<file path="config.mk">
export PLATFORM = sky130hd
export DESIGN_NAME = sbes_top
export DESIGN_NICKNAME = d
export VERILOG_FILES = /design/src/hdl/sbes_pkg.sv /design/src/hdl/sbes_latch_if.sv /design/src/hdl/sbes_top.sv /design/src/hdl/sbes_event_latch.sv
export SDC_FILE = /design/constraint.sdc
export NUM_CORES = 1
export LEC_CHECK = 0
export ABC_AREA = 0
export ABC_CLOCK_PERIOD_IN_PS = 1300
export BUFFER_PORTS_ARGS = -buffer_cell sky130_fd_sc_hd__buf_2
export CAP_MARGIN = 20
export CORE_ASPECT_RATIO = 1.2
export CORE_MARGIN = 10
export CORE_UTILIZATION = 40
export DETAILED_ROUTE_END_ITERATION = 10
export PLACE_DENSITY = 0.66
export SLEW_MARGIN = 10
export SYNTH_ARGS = -nofsm -noshare
export SYNTH_HDL_FRONTEND = slang
export SYNTH_SLANG_ARGS = --single-unit
export TNS_END_PERCENT = 30
</file>
<file path="constraint.sdc">
create_clock -name ref_clk -period 1.3 [get_ports ref_clk]
set_clock_uncertainty 0.2 [all_clocks]
set_input_delay 0.13 -clock ref_clk [delete_from_list [all_inputs] [get_ports ref_clk]]
set_output_delay 0.13 -clock ref_clk [all_outputs]
set_load 0.05 [all_outputs]
</file>
<file path="src/hdl/sbes_pkg.sv">
// Constants and types for the status byte and standard event summary block
package sbes_pkg;

    // ----------------------------------------------------------------
    // Status byte bit positions
    // ----------------------------------------------------------------
    localparam int STB_FAIL = 0;
    localparam int STB_QUAL = 3;
    localparam int STB_MAV  = 4;
    localparam int STB_ESB  = 5;
    localparam int STB_RQS  = 6;
    localparam int STB_OPGR = 7;
    localparam logic [7:0] STB_RST      = 8'h00;
    localparam logic [7:0] SRE_RST      = 8'h00;
    localparam logic [7:0] SRE_SUM_MASK = 8'hbf;  // Enable bit 6 never counts

    // ----------------------------------------------------------------
    // Standard event bit positions and masks
    // ----------------------------------------------------------------
    localparam int EVT_W   = 16;
    localparam int EVT_OPC = 0;
    localparam int EVT_QYE = 2;
    localparam int EVT_DEV = 3;
    localparam int EVT_EXE = 4;
    localparam int EVT_CME = 5;
    localparam int EVT_PON = 7;
    localparam logic [15:0] EVT_USED = 16'h00bd;  // Bits 1, 6, 8-15 read zero
    localparam logic [15:0] EVT_RST  = 16'h0080;  // Power-on event seen at start
    localparam logic [15:0] ESE_RST  = 16'h0000;
    localparam logic [15:0] FAIL_RST = 16'h0000;

    // ----------------------------------------------------------------
    // Host command codes
    // ----------------------------------------------------------------
    typedef enum logic [3:0] {
        SBES_CMD_SPOLL = 4'h0,
        SBES_CMD_STB_Q = 4'h1,
        SBES_CMD_SRE_W = 4'h2,
        SBES_CMD_SRE_Q = 4'h3,
        SBES_CMD_ESE_W = 4'h4,
        SBES_CMD_ESE_Q = 4'h5,
        SBES_CMD_ESR_Q = 4'h6,
        SBES_CMD_CLS   = 4'h7,
        SBES_CMD_OPC   = 4'h8
    } sbes_cmd_t;

endpackage

</file>
<file path="src/hdl/sbes_latch_if.sv">
// Carrier between the summary logic and a sticky event latch
`timescale 1ns/1ps
interface sbes_latch_if #(parameter int W = 16);
    logic [W-1:0] set;  // Bits to latch this cycle
    logic [W-1:0] clr;  // Bits to clear this cycle
    logic [W-1:0] q;    // Latched value

    modport owner (output set, output clr, input q);
    modport store (input set, input clr, output q);
endinterface

</file>
<file path="src/hdl/sbes_top.sv">
// Status byte, service request and standard event summary logic
`timescale 1ns/1ps
//
// Function
// - Status bit 0 set whenever any failure group bit is latched.
// - Status bit 3 follows the signal quality group summary.
// - Status bit 4 stays set while the output queue holds unread messages.
// - Status bit 5 set when an enabled standard event bit is set.
// - Serial poll shows bit 6 as request-service, equal to the request line.
// - Status query shows bit 6 as master summary; reading never clears it.
// - Status bit 7 follows the operation group summary.
// - Status bits 1 and 2 carry nothing.
// - Serial poll and status query return the same byte.
// - Host writes 8-bit request mask; enabled set summary raises request.
// - Standard events latch every true state; no condition or filter.
// - Event bits: 0 done, 2 query, 3 device, 4 exec, 5 command, 7 power.
// - Operation-complete set after the command once nothing is pending.
// - Query error on empty-queue read or lost output data.
// - Device error bit set on any internal error.
// - Execution error bit set when a command cannot be carried out.
// - Command error bit set on a malformed program message.
// - Power-on bit set on every power-up.
// - Event query returns the event register, then clears it.
// - Clear command empties the event register without answering.
// - Host writes 16-bit event mask; enabled events set bit 5.
// - Failures latch with no enable, drive bit 0, never clear.
module sbes_top
    import sbes_pkg::*;
(
    input  wire logic                  ref_clk,        // 25 MHz clock
    input  wire logic                  sys_rst,        // Synchronous reset, high
    input  wire logic                  cmd_valid,      // Host command strobe
    input  wire sbes_pkg::sbes_cmd_t   cmd_op,         // Host command code
    input  wire logic [15:0]           cmd_data,       // Mask write data
    input  wire logic [15:0]           fail_set,       // Failure group events
    input  wire logic                  signal_quality_summary,  // Quality group
    input  wire logic                  operation_group_summary, // Operation group
    input  wire logic                  out_q_avail,    // Unread output present
    input  wire logic                  ops_busy,       // Operations pending
    input  wire logic                  q_read_empty,   // Read of empty queue
    input  wire logic                  q_data_lost,    // Output data lost
    input  wire logic                  device_error_event, // Internal error
    input  wire logic                  exec_err,       // Command not executable
    input  wire logic                  cmd_err,        // Malformed message
    input  wire logic                  pwr_on_evt,     // Power-up seen
    output logic                       srq_r,          // Service request line
    output logic [7:0]                 status_byte_r,  // Live status byte
    output logic                       resp_valid_r,   // Query answer strobe
    output logic [15:0]                resp_data_r     // Query answer data
);

    // ----------------------------------------------------------------
    // Declarations
    // ----------------------------------------------------------------
    logic [7:0]  service_request_mask_r;
    logic [15:0] standard_event_mask_r;
    logic        opc_armed_r;
    logic        opc_done;
    logic [7:0]  core_sum;
    logic        mss_nxt;
    logic        esb;
    logic [7:0]  status_nxt;
    logic        rd_esr;
    logic        do_cls;
    logic [15:0] evt_set;

    sbes_latch_if #(.W(EVT_W)) evt_if ();
    sbes_latch_if #(.W(EVT_W)) fail_if ();

    // ----------------------------------------------------------------
    // Latches for standard events and failures
    // ----------------------------------------------------------------
    sbes_event_latch #(
        .W       (EVT_W),
        .USED    (EVT_USED),
        .RST_VAL (EVT_RST)
    ) u_evt (
        .ref_clk (ref_clk),
        .sys_rst (sys_rst),
        .lat     (evt_if.store)
    );

    sbes_event_latch #(
        .W       (EVT_W),
        .USED    (16'hffff),
        .RST_VAL (FAIL_RST)
    ) u_fail (
        .ref_clk (ref_clk),
        .sys_rst (sys_rst),
        .lat     (fail_if.store)
    );

    // Failures latch straight in and are never cleared
    assign fail_if.set = fail_set;
    assign fail_if.clr = '0;

    // ----------------------------------------------------------------
    // Standard event sources
    // ----------------------------------------------------------------
    assign rd_esr   = cmd_valid && (cmd_op == SBES_CMD_ESR_Q);
    assign do_cls   = cmd_valid && (cmd_op == SBES_CMD_CLS);
    assign opc_done = opc_armed_r && !ops_busy;

    // Every true source state is latched; no transition filter
    always_comb
    begin
        evt_set          = '0;
        evt_set[EVT_OPC] = opc_done;
        evt_set[EVT_QYE] = q_read_empty || q_data_lost;
        evt_set[EVT_DEV] = device_error_event;
        evt_set[EVT_EXE] = exec_err;
        evt_set[EVT_CME] = cmd_err;
        evt_set[EVT_PON] = pwr_on_evt;
    end

    // Event read or clear command empties the latch; unused bits held zero
    assign evt_if.set = evt_set;
    assign evt_if.clr = (rd_esr || do_cls) ? 16'hffff : 16'h0000;

    // ----------------------------------------------------------------
    // Operation-complete tracking
    // ----------------------------------------------------------------
    // Armed by the command, disarmed once it fires or on a clear command
    always_ff @(posedge ref_clk)
    begin
        if (sys_rst)
            opc_armed_r <= 1'b0;
        else if (cmd_valid && cmd_op == SBES_CMD_OPC)
            opc_armed_r <= 1'b1;
        else if (opc_done || do_cls)
            opc_armed_r <= 1'b0;
    end

    // ----------------------------------------------------------------
    // Mask registers
    // ----------------------------------------------------------------
    // Request mask stores all 8 bits; bit 6 is dropped when summed
    always_ff @(posedge ref_clk)
    begin
        if (sys_rst)
            service_request_mask_r <= SRE_RST;
        else if (cmd_valid && cmd_op == SBES_CMD_SRE_W)
            service_request_mask_r <= cmd_data[7:0];
    end

    always_ff @(posedge ref_clk)
    begin
        if (sys_rst)
            standard_event_mask_r <= ESE_RST;
        else if (cmd_valid && cmd_op == SBES_CMD_ESE_W)
            standard_event_mask_r <= cmd_data;
    end

    // ----------------------------------------------------------------
    // Status byte and service request
    // ----------------------------------------------------------------
    assign esb = |(evt_if.q & standard_event_mask_r);

    always_comb
    begin
        core_sum           = 8'h00;
        core_sum[STB_FAIL] = |fail_if.q;
        core_sum[STB_QUAL] = signal_quality_summary;
        core_sum[STB_MAV]  = out_q_avail;
        core_sum[STB_ESB]  = esb;
        core_sum[STB_OPGR] = operation_group_summary;
    end

    // Enable bit 6 is masked off so the summary cannot feed itself
    assign mss_nxt = |(core_sum & service_request_mask_r & SRE_SUM_MASK);

    always_comb
    begin
        status_nxt          = core_sum;
        status_nxt[STB_RQS] = mss_nxt;
    end

    // Byte and line come from the same term, so poll and query agree
    always_ff @(posedge ref_clk)
    begin
        if (sys_rst)
        begin
            status_byte_r <= STB_RST;
            srq_r         <= 1'b0;
        end
        else
        begin
            status_byte_r <= status_nxt;
            srq_r         <= mss_nxt;
        end
    end

    // ----------------------------------------------------------------
    // Query answers
    // ----------------------------------------------------------------
    // Reads of the byte never disturb it; only the event query clears
    always_ff @(posedge ref_clk)
    begin
        if (sys_rst)
        begin
            resp_valid_r <= 1'b0;
            resp_data_r  <= 16'h0000;
        end
        else
        begin
            resp_valid_r <= 1'b0;
            if (cmd_valid)
            begin
                case (cmd_op)
                    SBES_CMD_SPOLL, SBES_CMD_STB_Q:
                    begin
                        resp_valid_r <= 1'b1;
                        resp_data_r  <= {8'h00, status_byte_r};
                    end
                    SBES_CMD_SRE_Q:
                    begin
                        resp_valid_r <= 1'b1;
                        resp_data_r  <= {8'h00, service_request_mask_r};
                    end
                    SBES_CMD_ESE_Q:
                    begin
                        resp_valid_r <= 1'b1;
                        resp_data_r  <= standard_event_mask_r;
                    end
                    SBES_CMD_ESR_Q:
                    begin
                        resp_valid_r <= 1'b1;
                        resp_data_r  <= evt_if.q;
                    end
                    default:
                    begin
                        resp_valid_r <= 1'b0;
                    end
                endcase
            end
        end
    end
endmodule

</file>
<file path="src/hdl/sbes_event_latch.sv">
// Sticky event latch with set-over-clear priority
`timescale 1ns/1ps
module sbes_event_latch #(
    parameter int          W       = 16,
    parameter logic [15:0] USED    = 16'hffff,
    parameter logic [15:0] RST_VAL = 16'h0000
) (
    input  wire logic     ref_clk,  // 25 MHz clock
    input  wire logic     sys_rst,  // Synchronous reset, active high
    sbes_latch_if.store   lat       // Set, clear and latched value
);

    // ----------------------------------------------------------------
    // Elaboration check
    // ----------------------------------------------------------------
    if (W < 1 || W > 16)
    begin : g_chk
        $error("sbes_event_latch: W must be 1 to 16");
    end

    logic [W-1:0] q_r;
    logic [W-1:0] q_nxt;

    // A set in the same cycle as a clear wins, so no event is lost
    assign q_nxt = ((q_r & ~lat.clr) | lat.set) & USED[W-1:0];

    // Latch storage
    always_ff @(posedge ref_clk)
    begin
        if (sys_rst)
            q_r <= RST_VAL[W-1:0];
        else
            q_r <= q_nxt;
    end

    assign lat.q = q_r;

endmodule

</file>
==> run summary <==
Leak -> 1.68 nW
Die ar. -> 10300 µm²
Fin Setup TNS -> -0.179 ns
Clock buffer depth -> 2
Initial antenna violation count -> 0
CP max stage delay -> 0.34 ns
Clock power frac -> 38.9%
Pwr/cell area -> 1170 nW/µm²
Vias in the first global route -> 2466
Max H-tree Level -> 3
Final hold violations -> 0
Outcome -> finished with violations
Async set or reset register ratio after synthesis -> 0%
Type of the tightest min-delay check -> primary input to register
Num Clock Sinks -> 70
CP Class -> register to register
Die Y -> 109 µm
Synth warn -> 0
Avg Inst Size Synth -> 9.53 µm²
DRC Markers -> 0
GP Congestion -> 0.822
DIE WIDTH -> 94.3 µm
Gr usage total -> 15.3%
WL per Instance -> 15.3 µm
Initial core utilization -> 41.1%
Max VDD drop -> 0.725 mV
Seq/Total Area, Yosys -> 52.9%
Nets -> 459
Area growth, synth to finish -> 50.9%
Total core area -> 6450 µm²
CTS clk-pin slew, worst paths -> 0.07 ns
Largest net degree at the start of global routing -> 37
Setup-failing EPs final -> 2
Tmin final -> 1.46 ns
Slowest stage cell, crit path -> dfxtp_2
CP Max Fanout -> 2
Clk Latency, worst-skew pair -> 0.34 ns
Setup crit end kind -> register
I/O Pins -> 75
TritonCTS buffer count -> 9
DR vias -> 2460
Vias per inst -> 4.92
Congestion Overflow GR -> 0
First-pass GRT wire length -> 12400 µm
Fraction of power spent switching nets -> 25.0%
Failing checks -> setup timing
Share of the synthesized area in the top cell type -> 52.9%
P_sw -> 1.16 mW
Ant diodes -> 0
Hold_ws -> 0.0369 ns
Worst setup margin -> -0.157 ns
Buffers and inverters on the worst path -> 0
Cell row count -> 32
Fin. max-slew vios -> 0
Final cell utilization of the core -> 62.0%
Req. time, crit path -> 1.32 ns
Detail Route Antenna Nets -> 0
Netlist cell types -> 41
CTS tree -> yes
Critical-path cell list -> nor4_4 > a41oi_2 > a22oi_1 > o21ai_1
HPWL Detailed -> 5240 µm
Top_reg_cell synth -> dfxtp_1
Crit start category -> register
Detailed-route wire length -> 7640 µm
Fmax -> 0.686 GHz
RSZ-0062 raised after global routing -> yes
Synth Instances -> 278
DRT iter0 DRCs -> 186
I/O Buffers -> 72
Root Driver -> clkbuf_8
Largest cells by area after synthesis -> dfxtp_1 (53%), nor2_1 (6.8%), a21oi_1 (4.9%)
Delay-heaviest family, CP -> compound AO/OA/AOI/OAI gates
1st-pass router iterations -> 6
Crit path DAT -> 1.48 ns
Flops & latches, synth -> 70
Cell Int Power -> 3.50 mW
Number of synthesized flops with an enable pin -> 0
Max-cap violations -> 0
Gate power share -> 12.3%
Cell taking the most area after synthesis -> dfxtp_1
Area of the mapped netlist -> 2650 µm²
Share of post-route cells with drive strength above 1 -> 31.8%
Flop pwr share -> 48.9%
Final period utilization -> 112%
## cells in the mapped netlist, types with 2 or more instances
master	instances
nand2_1	33
a21o_1	5
mux2i_1	8
nor2_1	48
nor4_1	4
o211ai_1	7
a22oi_1	5
o21ai_0	2
a222oi_1	7
buf_2	4
buf_4	5
clkbuf_1	6
buf_6	3
a22o_1	9
dfxtp_1	70
a21oi_1	26
inv_1	3
nand3_1	4
nor2b_1	6
nor3b_1	2
## flip-flops by register name, indices dropped and copies added (netlist names)
| signal | count |
|---|---|
| u_fail.lat.q | 16 |
| resp_valid_r | 1 |
| opc_armed_r | 1 |
| standard_event_mask_r | 16 |
| u_evt.lat.q | 6 |
| service_request_mask_r | 8 |
| status_byte_r | 6 |
| resp_data_r | 16 |
## timing repair
item                                    in CTS  in global routing
pin swaps                                    5                 11
hold buffers                                43                  0
endpoints found under the setup margin       7                 22
gates resized for setup                     15                 26
setup buffers                                1                  1
hold endpoints to repair                    51                  0
## layer usage
layer	global-route usage (%)	routed length [µm]	share of wire, %
met5	0	0	0
met1	18.0	3270	43
met3	4.33	499	6.5
met4	6.74	141	1.8
met2	25.3	3730	49
## cell usage in the layout (no fill, tap or decap), types with 3 or more instances in the layout
master,count
a21o_1,5
a21oi_1,26
a222oi_1,7
a22o_1,9
a22oi_1,5
buf_12,3
buf_2,53
buf_4,29
clkbuf_4,11
clkbuf_8,11
dfxtp_1,62
dfxtp_2,8
dlygate4sd3_1,43
inv_1,3
mux2i_1,8
nand2_1,33
nand3_1,4
nor2_1,48
nor2b_1,6
nor4_4,3
o211ai_1,7
## worst reg2reg max path, delay by kind of cell, from the launching register on
family | cells | cell delay, ns
AO/OA/AOI/OAI | 3 | 0.50
flip-flops | 1 | 0.34
AND/OR/NAND/NOR | 1 | 0.31
## power groups by stage
stage | Clock, mW | Combinational [mW] | Sequential [mW]
finish | 1.81 | 0.571 | 2.28
global route | 1.93 | 0.622 | 2.28
CTS | 1.84 | 0.557 | 2.27
detailed placement | 0 | 0.442 | 2.31
global placement | 0 | 0.435 | 2.31
floorplan | 0 | 0.226 | 2.35
## cell families after synthesis
logic type             synth area share, %
XOR/XNOR                              1.04
flip-flops                            52.9
buffers and inverters                 4.91
AO/OA/AOI/OAI                         19.1
multiplexers                          3.02
AND/OR/NAND/NOR                       18.9
other                                0.142
## stage by stage
| step | power [mW] | setup WS, ns | area [µm²] | std cells |
|---|---|---|---|---|
| floorplan | 2.57 | -0.127 | 2690 | 279 |
| global route | 4.84 | -0.214 | 4000 | 500 |
| global placement | 2.74 | -0.336 | 3220 | 440 |
| CTS | 4.67 | -0.135 | 3930 | 500 |
| detailed placement | 2.75 | -0.320 | 3220 | 440 |
| finish | 4.66 | -0.157 | 4000 | 500 |
## final cells by class
type / count / area (µm²)
Inverter: 3 / 11.3
Tap cell: 85 / 106
Clock inverter: 5 / 57.6
Timing Repair Buffer: 139 / 1060
Clock buffer: 11 / 151
Fill cell: 541 / 2450
Multi-Input combinational cell: 187 / 1200
Sequential cell: 70 / 1410
## worst paths after layout
kind / startpoint / to / slack [ns] / cells after the start
worst max-delay path: u_fail.lat.q[12] / status_byte_r[6] / -0.16 / 4
worst min-delay path: cmd_valid / opc_armed_r / 0.04 / 4
worst max register to register: u_fail.lat.q[12] / status_byte_r[6] / -0.16 / 4
worst min register to register: resp_data_r[5] / resp_data_r[5] / 0.26 / 1
(Power assumes the default switching activity.)
